<file path="src/hw/dct_regs.svh">
// register offsets, field positions, reset values and filter counts of the dual timer block
`ifndef DCT_REGS_SVH
`define DCT_REGS_SVH

// register offsets inside the expanded bank
`define DCT_OFF_BYTE_CTRL 4'h0
`define DCT_OFF_SHARED_CTRL 4'h1
`define DCT_OFF_BYTE_LOW_HOLD 4'h4
`define DCT_OFF_BYTE_HIGH_HOLD 4'h5
`define DCT_OFF_WORD_RELOAD_LOW 4'h6
`define DCT_OFF_WORD_RELOAD_HIGH 4'h7
`define DCT_OFF_WORD_CAPTURE_LOW 4'h8
`define DCT_OFF_WORD_CAPTURE_HIGH 4'h9

// byte timer control field positions
`define DCT_C0_ENABLE 7
`define DCT_C0_TIMEOUT 5

// shared control field positions
`define DCT_C1_RISE_FLAG 1
`define DCT_C1_FALL_FLAG 0

// reset values
`define DCT_C0_RESET 8'h00
`define DCT_C1_RESET 8'h00
`define DCT_HOLD_RESET 8'h00
`define DCT_CAPTURE_RESET 16'h0000

// prescale selections
`define DCT_PRE_DIV1 2'h0
`define DCT_PRE_DIV2 2'h1
`define DCT_PRE_DIV4 2'h2
`define DCT_PRE_DIV8 2'h3

// glitch filter widths in system clock cycles
`define DCT_FILT_NONE 4'h1
`define DCT_FILT_SHORT 4'h4
`define DCT_FILT_LONG 4'h8

`endif

</file>
<file path="src/hw/dct_pkg.sv">
// types shared by the dual timer control block
package dct_pkg;

  typedef struct packed {
    logic enable;
    logic single_pass;
    logic timeout;
    logic [1:0] clk_sel;
    logic capture_ie;
    logic timeout_ie;
    logic pin_route;
  } dct_ctrl0_t;

  typedef struct packed {
    logic demod;
    logic pin_sel;
    logic [1:0] logic_edge;
    logic [1:0] submode_filter;
    logic init_byte;
    logic init_word;
  } dct_ctrl1_t;

  typedef enum logic [1:0] {
    DCT_COMB_AND,
    DCT_COMB_OR,
    DCT_COMB_NOR,
    DCT_COMB_NAND
  } dct_comb_t;

  typedef struct packed {
    logic strobe;
    logic [15:0] value;
  } dct_capture_t;

  typedef struct packed {
    logic rise;
    logic fall;
  } dct_edge_t;

endpackage

</file>
<file path="src/hw/dct_prescale.sv">
// free running prescaler producing the byte timer count pulse
`timescale 1ns/1ns
`include "dct_regs.svh"
module dct_prescale (
  input wire logic mclk,
  input wire logic rst_n,
  input wire logic [1:0] sel,
  output logic tick
);

  logic [2:0] div_q;

  // free running, so the first pulse after enable may come early
  always_ff @(posedge mclk or negedge rst_n) begin
    if (!rst_n) begin
      div_q <= 3'h0;
    end else begin
      div_q <= div_q + 3'h1;
    end
  end

  always_comb begin
    case (sel)
      `DCT_PRE_DIV1: tick = 1'b1;
      `DCT_PRE_DIV2: tick = div_q[0];
      `DCT_PRE_DIV4: tick = &div_q[1:0];
      default: tick = &div_q;
    endcase
  end

endmodule

</file>
<file path="src/hw/dct_top.sv">
// register bank, byte timer and edge detection of the dual counter timer block
`timescale 1ns/1ns
`include "dct_regs.svh"
module dct_top (
  input wire logic mclk,
  input wire logic rst_n,
  input wire logic [3:0] reg_addr,
  input wire logic reg_wr_en,
  input wire logic reg_rd_en,
  input wire logic [7:0] reg_wdata,
  output logic [7:0] reg_rdata,
  input wire dct_pkg::dct_capture_t word_capture,
  input wire logic word_timer_output,
  input wire logic port_out_byte,
  input wire logic port_out_combined,
  input wire logic demod_input_pin_a,
  input wire logic demod_input_pin_b,
  output logic byte_timer_out_pin,
  output logic combined_out_pin,
  output logic byte_timer_output,
  output logic word_timer_forced_output,
  output logic [15:0] word_timer_reload,
  output dct_pkg::dct_ctrl1_t shared_ctrl,
  output dct_pkg::dct_edge_t edge_detect,
  output logic timeout_irq,
  output logic capture_irq
);

  dct_pkg::dct_ctrl0_t ctrl0_q;
  dct_pkg::dct_ctrl1_t ctrl1_q;
  logic en_q;
  logic timeout_q;
  logic rise_flag_q;
  logic fall_flag_q;
  logic [7:0] low_hold_q;
  logic [7:0] high_hold_q;
  logic [7:0] reload_low_q;
  logic [7:0] reload_high_q;
  logic [15:0] capture_q;
  logic [7:0] cnt_q;
  logic out_q;
  logic tick;
  logic start;
  logic terminal;
  logic wr_c0;
  logic wr_c1;
  logic [1:0] pin_a_sync_q;
  logic [1:0] pin_b_sync_q;
  logic sel_in;
  logic filt_q;
  logic filt_prev_q;
  logic [3:0] filt_cnt_q;
  logic [3:0] filt_width;
  logic rise_raw;
  logic fall_raw;
  logic rise_det;
  logic fall_det;
  logic word_eff;
  logic comb_out;
  logic [7:0] rdata_d;
  logic [7:0] rdata_q;
  logic byte_pin_q;
  logic comb_pin_q;
  logic word_eff_q;
  logic to_irq_q;
  logic cap_irq_q;
  dct_pkg::dct_edge_t edge_q;

  assign wr_c0 = reg_wr_en && (reg_addr == `DCT_OFF_BYTE_CTRL);
  assign wr_c1 = reg_wr_en && (reg_addr == `DCT_OFF_SHARED_CTRL);

  // configuration fields of the byte timer control
  always_ff @(posedge mclk or negedge rst_n) begin
    if (!rst_n) begin
      ctrl0_q <= dct_pkg::dct_ctrl0_t'(`DCT_C0_RESET);
    end else if (wr_c0) begin
      ctrl0_q.single_pass <= reg_wdata[6];
      ctrl0_q.clk_sel <= reg_wdata[4:3];
      ctrl0_q.capture_ie <= reg_wdata[2];
      ctrl0_q.timeout_ie <= reg_wdata[1];
      ctrl0_q.pin_route <= reg_wdata[0];
    end
  end

  // shared control; low two bits only store levels in transmit mode
  always_ff @(posedge mclk or negedge rst_n) begin
    if (!rst_n) begin
      ctrl1_q <= dct_pkg::dct_ctrl1_t'(`DCT_C1_RESET);
    end else if (wr_c1) begin
      ctrl1_q.demod <= reg_wdata[7];
      ctrl1_q.pin_sel <= reg_wdata[6];
      ctrl1_q.logic_edge <= reg_wdata[5:4];
      ctrl1_q.submode_filter <= reg_wdata[3:2];
      if (!ctrl1_q.demod) begin
        ctrl1_q.init_byte <= reg_wdata[1];
        ctrl1_q.init_word <= reg_wdata[0];
      end
    end
  end

  // hold and reload bytes
  always_ff @(posedge mclk or negedge rst_n) begin
    if (!rst_n) begin
      low_hold_q <= `DCT_HOLD_RESET;
      high_hold_q <= `DCT_HOLD_RESET;
      reload_low_q <= `DCT_HOLD_RESET;
      reload_high_q <= `DCT_HOLD_RESET;
    end else if (reg_wr_en) begin
      case (reg_addr)
        `DCT_OFF_BYTE_LOW_HOLD: low_hold_q <= reg_wdata;
        `DCT_OFF_BYTE_HIGH_HOLD: high_hold_q <= reg_wdata;
        `DCT_OFF_WORD_RELOAD_LOW: reload_low_q <= reg_wdata;
        `DCT_OFF_WORD_RELOAD_HIGH: reload_high_q <= reg_wdata;
        default: begin
        end
      endcase
    end
  end

  // capture bytes follow the word timer only; bus writes never reach them
  always_ff @(posedge mclk or negedge rst_n) begin
    if (!rst_n) begin
      capture_q <= `DCT_CAPTURE_RESET;
    end else if (word_capture.strobe) begin
      capture_q <= word_capture.value;
    end
  end

  dct_prescale u_prescale (
    .mclk(mclk),
    .rst_n(rst_n),
    .sel(ctrl0_q.clk_sel),
    .tick(tick)
  );

  assign start = wr_c0 && reg_wdata[`DCT_C0_ENABLE] && !en_q;
  assign terminal = en_q && tick && (cnt_q == 8'h01);

  // running bit: write sets or stops, single pass stops at terminal count
  always_ff @(posedge mclk or negedge rst_n) begin
    if (!rst_n) begin
      en_q <= 1'b0;
    end else if (wr_c0) begin
      en_q <= reg_wdata[`DCT_C0_ENABLE];
    end else if (terminal && ctrl0_q.single_pass) begin
      en_q <= 1'b0;
    end
  end

  // down counter and byte timer output level
  always_ff @(posedge mclk or negedge rst_n) begin
    if (!rst_n) begin
      cnt_q <= 8'h00;
      out_q <= 1'b1;
    end else if (start) begin
      out_q <= ctrl1_q.init_byte;
      cnt_q <= ctrl1_q.init_byte ? high_hold_q : low_hold_q;
    end else if (!en_q) begin
      out_q <= ~ctrl1_q.init_byte;
    end else if (terminal) begin
      out_q <= ~out_q;
      if (ctrl0_q.single_pass) begin
        cnt_q <= 8'h00;
      end else begin
        cnt_q <= out_q ? low_hold_q : high_hold_q;
      end
    end else if (tick) begin
      cnt_q <= cnt_q - 8'h01;
    end
  end

  // time-out flag: a terminal count in the clearing cycle still sets it
  always_ff @(posedge mclk or negedge rst_n) begin
    if (!rst_n) begin
      timeout_q <= 1'b0;
    end else begin
      timeout_q <= terminal || (timeout_q && !(wr_c0 && reg_wdata[`DCT_C0_TIMEOUT]));
    end
  end

  // input pins pass two flops before use
  always_ff @(posedge mclk or negedge rst_n) begin
    if (!rst_n) begin
      pin_a_sync_q <= 2'h0;
      pin_b_sync_q <= 2'h0;
    end else begin
      pin_a_sync_q <= {pin_a_sync_q[0], demod_input_pin_a};
      pin_b_sync_q <= {pin_b_sync_q[0], demod_input_pin_b};
    end
  end

  assign sel_in = ctrl1_q.pin_sel ? pin_b_sync_q[1] : pin_a_sync_q[1];

  always_comb begin
    case (ctrl1_q.submode_filter)
      2'h1: filt_width = `DCT_FILT_SHORT;
      2'h2: filt_width = `DCT_FILT_LONG;
      default: filt_width = `DCT_FILT_NONE;
    endcase
  end

  // glitch filter: level accepted once it differs for the full width
  always_ff @(posedge mclk or negedge rst_n) begin
    if (!rst_n) begin
      filt_q <= 1'b0;
      filt_prev_q <= 1'b0;
      filt_cnt_q <= 4'h0;
    end else begin
      filt_prev_q <= filt_q;
      if (sel_in == filt_q) begin
        filt_cnt_q <= 4'h0;
      end else if (filt_cnt_q + 4'h1 >= filt_width) begin
        filt_q <= sel_in;
        filt_cnt_q <= 4'h0;
      end else begin
        filt_cnt_q <= filt_cnt_q + 4'h1;
      end
    end
  end

  assign rise_raw = filt_q && !filt_prev_q;
  assign fall_raw = !filt_q && filt_prev_q;
  assign rise_det = ctrl1_q.demod && rise_raw &&
                    ((ctrl1_q.logic_edge == 2'h1) || (ctrl1_q.logic_edge == 2'h2));
  assign fall_det = ctrl1_q.demod && fall_raw &&
                    ((ctrl1_q.logic_edge == 2'h0) || (ctrl1_q.logic_edge == 2'h2));

  // edge flags; a new edge wins over a clearing write
  always_ff @(posedge mclk or negedge rst_n) begin
    if (!rst_n) begin
      rise_flag_q <= 1'b0;
      fall_flag_q <= 1'b0;
    end else begin
      rise_flag_q <= rise_det ||
                     (rise_flag_q && !(wr_c1 && reg_wdata[`DCT_C1_RISE_FLAG]));
      fall_flag_q <= fall_det ||
                     (fall_flag_q && !(wr_c1 && reg_wdata[`DCT_C1_FALL_FLAG]));
    end
  end

  // word timer level forced by submode in transmit mode
  always_comb begin
    if (!ctrl1_q.demod && ctrl1_q.submode_filter == 2'h2) begin
      word_eff = 1'b0;
    end else if (!ctrl1_q.demod && ctrl1_q.submode_filter == 2'h3) begin
      word_eff = 1'b1;
    end else begin
      word_eff = word_timer_output;
    end
  end

  always_comb begin
    case (dct_pkg::dct_comb_t'(ctrl1_q.logic_edge))
      dct_pkg::DCT_COMB_AND: comb_out = out_q & word_eff;
      dct_pkg::DCT_COMB_OR: comb_out = out_q | word_eff;
      dct_pkg::DCT_COMB_NOR: comb_out = ~(out_q | word_eff);
      dct_pkg::DCT_COMB_NAND: comb_out = ~(out_q & word_eff);
      default: comb_out = 1'b0;
    endcase
  end

  // pins, interrupt requests and edge pulses
  always_ff @(posedge mclk or negedge rst_n) begin
    if (!rst_n) begin
      byte_pin_q <= 1'b0;
      comb_pin_q <= 1'b0;
      word_eff_q <= 1'b0;
      to_irq_q <= 1'b0;
      cap_irq_q <= 1'b0;
      edge_q <= '0;
    end else begin
      byte_pin_q <= ctrl0_q.pin_route ? out_q : port_out_byte;
      comb_pin_q <= (!ctrl1_q.demod && ctrl1_q.pin_sel) ? comb_out : port_out_combined;
      word_eff_q <= word_eff;
      to_irq_q <= terminal && ctrl0_q.timeout_ie;
      cap_irq_q <= (rise_det || fall_det) && ctrl0_q.capture_ie;
      edge_q.rise <= rise_det;
      edge_q.fall <= fall_det;
    end
  end

  // read mux; shared low bits show flags in demodulation mode
  always_comb begin
    case (reg_addr)
      `DCT_OFF_BYTE_CTRL: rdata_d = {en_q, ctrl0_q.single_pass, timeout_q, ctrl0_q.clk_sel,
                                     ctrl0_q.capture_ie, ctrl0_q.timeout_ie,
                                     ctrl0_q.pin_route};
      `DCT_OFF_SHARED_CTRL: rdata_d = ctrl1_q.demod ?
                                      {ctrl1_q[7:2], rise_flag_q, fall_flag_q} :
                                      ctrl1_q;
      `DCT_OFF_BYTE_LOW_HOLD: rdata_d = low_hold_q;
      `DCT_OFF_BYTE_HIGH_HOLD: rdata_d = high_hold_q;
      `DCT_OFF_WORD_RELOAD_LOW: rdata_d = reload_low_q;
      `DCT_OFF_WORD_RELOAD_HIGH: rdata_d = reload_high_q;
      `DCT_OFF_WORD_CAPTURE_LOW: rdata_d = capture_q[7:0];
      `DCT_OFF_WORD_CAPTURE_HIGH: rdata_d = capture_q[15:8];
      default: rdata_d = 8'h00;
    endcase
  end

  always_ff @(posedge mclk or negedge rst_n) begin
    if (!rst_n) begin
      rdata_q <= 8'h00;
    end else if (reg_rd_en) begin
      rdata_q <= rdata_d;
    end
  end

  assign reg_rdata = rdata_q;
  assign byte_timer_out_pin = byte_pin_q;
  assign combined_out_pin = comb_pin_q;
  assign byte_timer_output = out_q;
  assign word_timer_forced_output = word_eff_q;
  assign word_timer_reload = {reload_high_q, reload_low_q};
  assign shared_ctrl = ctrl1_q;
  assign edge_detect = edge_q;
  assign timeout_irq = to_irq_q;
  assign capture_irq = cap_irq_q;

endmodule
</file>
<file path="config.mk">
export PLATFORM = sky130hd
export DESIGN_NAME = dct_top
export DESIGN_NICKNAME = d
export VERILOG_FILES = /design/src/hw/dct_pkg.sv /design/src/hw/dct_prescale.sv /design/src/hw/dct_top.sv
export VERILOG_INCLUDE_DIRS = /design/src /design/src/hw
export SDC_FILE = /design/constraint.sdc
export NUM_CORES = 1
export LEC_CHECK = 0
export ABC_AREA = 0
export BUFFER_PORTS_ARGS = -buffer_cell sky130_fd_sc_hd__buf_2
export CORE_UTILIZATION = 45
export DETAILED_ROUTE_END_ITERATION = 8
export HOLD_SLACK_MARGIN = 0.02
export PLACE_DENSITY = 0.66
export SLEW_MARGIN = 0
export SYNTH_ARGS = -nofsm -noshare
export SYNTH_HDL_FRONTEND = slang
export SYNTH_SLANG_ARGS = --single-unit
</file>
<file path="constraint.sdc">
create_clock -name mclk -period 3.66 [get_ports mclk]
set_input_delay 1.098 -clock mclk [delete_from_list [all_inputs] [get_ports mclk]]
set_output_delay 1.098 -clock mclk [all_outputs]
set_load 0.02 [all_outputs]
</file>
# Word-level counts from Yosys, hierarchy flattened
# Index checks and enable logic that the tools add are counted.
# totals
register_bits	103
input_bits	38
word_cells	142
# op_classes
n_addsub	3
order_cmp	1
n_eq_ne	18
n_mux	24
bitwise_logic	8
reduce_logical	52
# ops
cell	n
two-way mux 8 bit	8
one-hot mux 8 bit (8 select lines)	1
logical AND 1 bit	24
equality test 4 x 3 -> 1 bit (second input constant)	4
AND reduction 2 bit	8
equality test 2 bit (second input constant)	5
two-way mux 1 bit	10
equality test 4 bit (second input constant)	2
equality test 8 x 1 -> 1 bit (second input constant)	1
two-way mux 4 bit	2
one-hot mux 4 bit (2 select lines)	1
subtractor 8 x 1 -> 8 bit (second input constant)	1
logical NOT 1 bit	7
equality test 2 x 1 -> 1 bit (second input constant)	3
logical OR 1 bit	6
inverter 1 bit	6
adder 4 x 1 -> 4 bit (second input constant)	1
equality test 4 x 1 -> 1 bit (second input constant)	1
>= comparator 4 bit	1
logical NOT 2 bit	2
logical NOT 4 bit	1
one-hot mux 1 bit (4 select lines)	1
nonzero test 2 bit	2
adder 3 x 1 -> 3 bit (second input constant)	1
7 further kinds	7

# Logic depth before layout (Yosys ltp)
# Gate-level depths: netlist of the first run.
# logic_depth
word_depth	8
ltp_mapped	8
ltp_nobuf	7

# Cells and area by module
# Synthesis of the first run repeated with hierarchy kept, for this count alone.
# hier_totals
hier_cells	457
area_unflattened_um2	5378.9
# by_module_without_submodules
module	n_inst	cells_each	area_each_um2	seq_area_each_um2
dct_top	1	448	5247.5	2503.7
dct_prescale	1	9	131.4	75.1

# Worst setup path after synthesis of the first run
# Ideal clock, no wire load.
# synth_timing
path_kind	input to register
start	in reg_addr[3]
end	reg cnt_q[5]
arrival_ns	2.269
required_time_ns	3.536
slack_ns	1.267
path_stages	5
cell_sequence	buf_4 -> nor4_4 -> nand4_2 -> mux2_4 -> a211o_1
# synth_between
elab_chain_len	6
word_cells_on_any_way	8
cone_classes	mux: 1; reduce/logical: 7
# synth_lines
item	line	rtl
start, declared	dct_top.sv:7	input wire logic [3:0] reg_addr,
logical NOT 4 bit *	n/a	
logical AND 1 bit *	dct_top.sv:69	assign wr_c0 = reg_wr_en && (reg_addr == `DCT_OFF_BYTE_CTRL);
logical AND 1 bit * (2 in a row)	dct_top.sv:136	assign start = wr_c0 && reg_wdata[`DCT_C0_ENABLE] && !en_q;
nonzero test 3 bit (no line) / nonzero test 2 bit (equally long branches)	n/a	
AND reduction 2 bit (no line)	n/a	
end signal, assigned	dct_top.sv:157	cnt_q <= ctrl1_q.init_byte ? high_hold_q : low_hold_q;
end signal, assigned	dct_top.sv:165	cnt_q <= out_q ? low_hold_q : high_hold_q;
end signal, assigned	dct_top.sv:168	cnt_q <= cnt_q - 8'h01;
end, declared	dct_top.sv:40	logic [7:0] cnt_q;
# Mark *: on every way between the ends. The rest lies on a longest branch, timed or not.
# A chain may end at the register's enable or synchronous reset.

# Worst setup path after layout of the first run
# layout_timing
start	reg ctrl1_q, in the netlist shared_ctrl[1]
end	out shared_ctrl[1] in the netlist's numbering
# layout_rtl
item	line	rtl
start, declared	dct_top.sv:30	dct_pkg::dct_ctrl1_t ctrl1_q;
start signal, assigned	dct_top.sv:88	ctrl1_q <= dct_pkg::dct_ctrl1_t'(`DCT_C1_RESET);
end, declared	dct_top.sv:23	output dct_pkg::dct_ctrl1_t shared_ctrl,
# No word-level cell between the ends.

==> out/results.tsv, run 1 <==
metric	value	unit
ios	78	
cp-start-kind	register	
synth_ff_type	dfrtp_1	
first_global_vias	4009	
ctsHoldBuffers	0	
synth_cell_types	66	
worstPathRequired	2.56	ns
synth_area	5380	µm²
synth_fa_ha_area_share	4.14	%
syn_inst	461	
crit_family	flip-flops	
period_share	68.5	%
final_common_cell	dfrtp_1	
rsz0062_at_grt	false	
avgRoutedWirePerCell	20.3	µm
portBuffers	77	
worstSkewPairLatency	0.35	ns
postCtsSetupRepairBufs	0	
cpMaxStageDelayCell	dfrtp_1	
synthesis.nets	516	
rows	39	
synth-seq-cells	103	
numCtsBuffers	9	
drv_slew	0	
ant_nets	0	
relSlewSlack	55.3	%
syn_avg_cell_area	11.7	µm²
worstSetupPathType	reg -> out	
synth_mux_area_share	19.2	%
die_y	111	µm
insertedDiodeCount	0	
synth_compound_area_share	12.5	%
synth-xor-area-share	0.977	%
setup_violations	0	
cts_tree	done	
drt_pre_antenna_iters	6	
post-synth-top-area-cell	dfrtp_1	
grt_max_degree	57	
skew	0.00509	ns
violations	design-rule violations	
power_density	610	nW/µm²
end_kind	primary output	
h-tree-depth	3	
drtIter0Drc	240	
cts_buffer_depth	2	
synth_top_family_by_area	multiplexers	
vias	3946	
cts-root-buf	clkbuf_16	
grt_pass1_wl	22500	µm
path_cells	buf_2	
cp.arrival	1.41	ns
hold_viol_final	0	
grt-ovfl-total	0	
power	3.75	mW
hp-class	reg -> reg	
antenna_found_initial	0	
layout_common_cells	102 x dfrtp_1, 76 x buf_2, 60 x mux2_2	
synthSimpleGateAreaFrac	10.9	%
dieArea	12400	µm²
die_x	111	µm
tightest_slew	0.671	ns
drv_cap	0	
cts_resized	0	
worst-path-buf-inv	1	
core_area	11500	µm²
synth_top_area_share	47.4	%
layout_setup_ws	1.15	ns
synth-edff-count	0	
grtUsageTotal	24.0	%
initial_core_util	46.7	%
clkTransAtPathRegs	0.07	ns
gp_congestion	0.852	
setup_tns	0	ns
synthToLayoutAreaGrowth	14.2	%
nets	582	
clkSinkCount	103	
drive_gt1_share	32.0	%
synthArstFlopShare	100	%
ys_seq_area_share	47.9	%
power_leakage	2.86	nW
synth.area.top_cells	dfrtp_1 47%, mux2_2 13%, mux2i_1 6.1%	
vdd_drop_max	0.255	mV
status	finished, violations left	
drc	3	
route.detailed.vias_per_inst	5.85	
period_minus_slack	2.51	ns
max_stage_delay	0.77	ns
max_clock_freq	0.399	GHz
dp_hpwl	9950	µm
drt_wl_total	13700	µm
crit_fanout	12	
place_ws	0.855	ns
synth_warnings	0	
layout make-up:
type | count | area, µm²
clock buffers | 14 | 274
repair buffers | 81 | 430
multi-input cells | 304 | 2570
fillers | 1039 | 5370
inverters | 28 | 105
flip-flops and latches | 103 | 2580
well taps | 143 | 179
clock inverters | 2 | 13.8
through the flow:
step	util [%]	cells	cell area [µm²]	hold WS, ns
floorplan	-	461	5380	0.331
global route	53.4	675	6150	0.365
global placement	50.9	659	5860	0.332
finish	53.4	675	6150	0.349
detailed placement	50.9	659	5860	0.336
CTS	53.4	675	6150	0.352
worst paths after layout:
check	startpoint	to	slack (ns)	cells after the start
worst max-delay path	shared_ctrl[1]	shared_ctrl[1]	1.15	1
worst min-delay path	pin_b_sync_q[0]	pin_b_sync_q[1]	0.35	0
worst max register to register	u_prescale.div_q[0]	cnt_q[5]	1.42	6
worst min register to register	pin_b_sync_q[0]	pin_b_sync_q[1]	0.35	0
max in group asynchronous	rst_n	reg_rdata[7]	2.17	2
min in group asynchronous	rst_n	shared_ctrl[1]	0.77	1
synthesized netlist by cell type, types with 5 or more instances:
| library cell | instances |
|---|---|
| nor2_1 | 18 |
| a221oi_1 | 6 |
| mux2i_1 | 33 |
| nand3_1 | 14 |
| clkbuf_1 | 10 |
| mux2_2 | 60 |
| a22oi_1 | 7 |
| o2bb2ai_1 | 5 |
| o21ai_0 | 9 |
| inv_1 | 28 |
| o221ai_1 | 10 |
| buf_2 | 9 |
| nor2b_1 | 10 |
| nand2_1 | 18 |
| a21oi_1 | 8 |
| ha_1 | 17 |
| dfrtp_1 | 102 |
layer usage:
metal | track usage, % | vias up | wire length (µm)
met5 | 0 | - | 0
met4 | 8.74 | 0 | 264
met3 | 5.61 | 17 | 763
met2 | 36.8 | 133 | 6340
met1 | 33.4 | 1973 | 6370
li1 | - | 1823 | -
sequential cells by signal, summed over array words and instances (netlist names), 2 cells and up:
register and count:
edge_detect 2, reload_low_q 8, capture_q 16, reg_rdata 8
shared_ctrl 8, filt_cnt_q 4, reload_high_q 8, ctrl0_q 6
pin_b_sync_q 2, pin_a_sync_q 2, high_hold_q 8, cnt_q 8
u_prescale.div_q 3, low_hold_q 8
kinds of logic (layout without fill, tap and decap cells):
family,after synthesis,after routing
AOI/OAI and AO/OA,88,88
xor gates and xnor gates,6,6
adders and majority gates,18,18
buffers and inverters,54,125
DFF,103,103
muxes,95,95
and+or+nand+nor,97,97
report_power, final:
group | leakage, nW | switching, mW | internal [mW] | total [mW]
clock | 0.143 | 0.423 | 0.518 | 0.942
combinational | 1.45 | 0.582 | 0.509 | 1.09
sequential | 1.27 | 0.333 | 1.39 | 1.72
total | 2.86 | 1.34 | 2.41 | 3.75
worst register-to-register path, delay by kind of cell, from the launching register on:
kind                     cells  cell delay, ns
adder cells (fa/ha/maj)      2            0.42
flip-flops                   1            0.40
multiplexers                 2            0.48
AO/OA/AOI/OAI                2            0.82
Power figures use the tool's default switching activity.
==> inputs of run 2 (changes only) <==
==> constraint.sdc (replaced) <==
create_clock -name mclk -period 2.6 [get_ports mclk]
set_input_delay 0.78 -clock mclk [delete_from_list [all_inputs] [get_ports mclk]]
set_output_delay 0.78 -clock mclk [all_outputs]
set_load 0.02 [all_outputs]
==> out/results.tsv, run 2 (same netlist as run 1, synthesis figures left out) <==
metric	value	unit
numCtsBuffers	9	
worstSkewPairLatency	0.35	ns
portBuffers	77	
cp-start-kind	register	
dieArea	12400	µm²
drt_pre_antenna_iters	8	
rows	39	
cts_resized	0	
nets	591	
largest_register_ffs	16	
status	finished, violations left	
cts_tree	done	
drv_slew	0	
dp_hpwl	10400	µm
ant_nets	0	
crit_family	adder cells	
setup_violations	0	
place_ws	0.252	ns
period_minus_slack	2.19	ns
power_leakage	2.91	nW
path_cells	inv_1, ha_1, ha_1, or3b_2, a21oi_1, o21ai_0, mux2i_1	
hp-class	reg -> reg	
antenna_found_initial	0	
timing.rr.start	shared_ctrl[2]	
ios	78	
gp_congestion	0.864	
hold_viol_final	0	
core_area	11500	µm²
period_share	84.1	%
cts_buffer_depth	2	
finish.instance_area	6240	µm²
clkSinkCount	103	
violations	design-rule violations	
drc	4	
route.detailed.vias_per_inst	5.75	
cts-root-buf	clkbuf_16	
end_kind	register	
grt-ovfl-total	0	
crit_fanout	4	
cpMaxStageDelayCell	or3b_2	
worst-path-buf-inv	1	
layout_setup_ws	0.413	ns
drive_gt1_share	33.3	%
drtIter0Drc	219	
worstHoldStart	pin_a_sync_q[0]	
post_dp_cell_area	5950	µm²
ctsHoldBuffers	0	
cp.depth	7	
worstPathRequired	2.81	ns
drv_cap	0	
fillers	995	
tightest_slew	0.595	ns
r2r_end	filt_q	
die_x	111	µm
max_stage_delay	0.44	ns
vias	3934	
worstSetupPathType	reg -> reg	
insertedDiodeCount	0	
cp.arrival	2.40	ns
setup_tns	0	ns
rrSetupSlack	0.41	ns
grt_pass1_wl	22100	µm
startpoint	shared_ctrl[2]	
avgRoutedWirePerCell	20.1	µm
relSlewSlack	60.3	%
regMostFlops	capture_q	
final_common_cell	dfrtp_1	
drt_wl_total	13700	µm
reg2regPathDepth	7	
synthToLayoutAreaGrowth	15.9	%
endpoint	filt_q	
die_y	111	µm
vdd_drop_max	0.523	mV
max_clock_freq	0.457	GHz
grt_max_degree	39	
grtUsageTotal	23.5	%
crit_path_frequent_cell	ha_1	
initial_core_util	46.7	%
power_density	849	nW/µm²
rsz0062_at_grt	false	
h-tree-depth	3	
postCtsSetupRepairBufs	0	
skew	0.00788	ns
layout_common_cells	102 x dfrtp_1, 76 x buf_2, 60 x mux2_2	
clkTransAtPathRegs	0.07	ns
first_global_vias	3912	
==> run 2: worst min-delay path by stage <==
stage	end	slack (ns)	cells after the start
floorplan	pin_a_sync_q[1]	0.33	0
global placement	pin_a_sync_q[1]	0.34	0
detailed placement	pin_a_sync_q[1]	0.34	0
CTS	pin_a_sync_q[1]	0.35	0
global route	pin_a_sync_q[1]	0.35	0
finish	pin_a_sync_q[1]	0.35	0
==> run 2: where the power goes <==
part	internal (mW)	switching, mW	total, mW
clock	0.704	0.602	1.31
combinational	0.734	0.844	1.58
sequential	1.95	0.456	2.41
==> run 2: cell type report <==
| cell class | count | area, µm² | area share [%] |
|---|---|---|---|
| clock buffers | 12 | 256 | 4.11 |
| clock inverters | 4 | 28.8 | 0.461 |
| inverters | 28 | 105 | 1.69 |
| multi-input cells | 304 | 2570 | 41.1 |
| flip-flops and latches | 103 | 2580 | 41.3 |
| well taps | 143 | 179 | 2.87 |
| repair buffers | 90 | 523 | 8.39 |
==> run 2: worst register-to-register path, delay by kind of cell, from the launching register on <==
family	cells	cell delay, ns
buffers and inverters	1	0.16
multiplexers	1	0.13
adder cells (fa/ha/maj)	2	0.56
AO/OA/AOI/OAI	2	0.35
AND/OR/NAND/NOR	1	0.44
flip-flops	1	0.41
==> run 2: stage by stage <==
step	hold WS, ns	utilization, %	std cells	total power [mW]
after floorplan	0.331	-	461	3.44
after global placement	0.335	51.7	668	3.96
after detailed placement	0.337	51.7	668	4.01
after CTS	0.352	54.2	684	5.32
after global routing	0.353	54.2	684	5.60
final	0.350	54.2	684	5.29
==> run 2: per-layer routing <==
metal  global-route usage, %  share of wire, %
met1                    32.3                46
met2                    36.9                48
met3                    4.68               4.1
met4                    8.74               2.1
met5                       0                 0
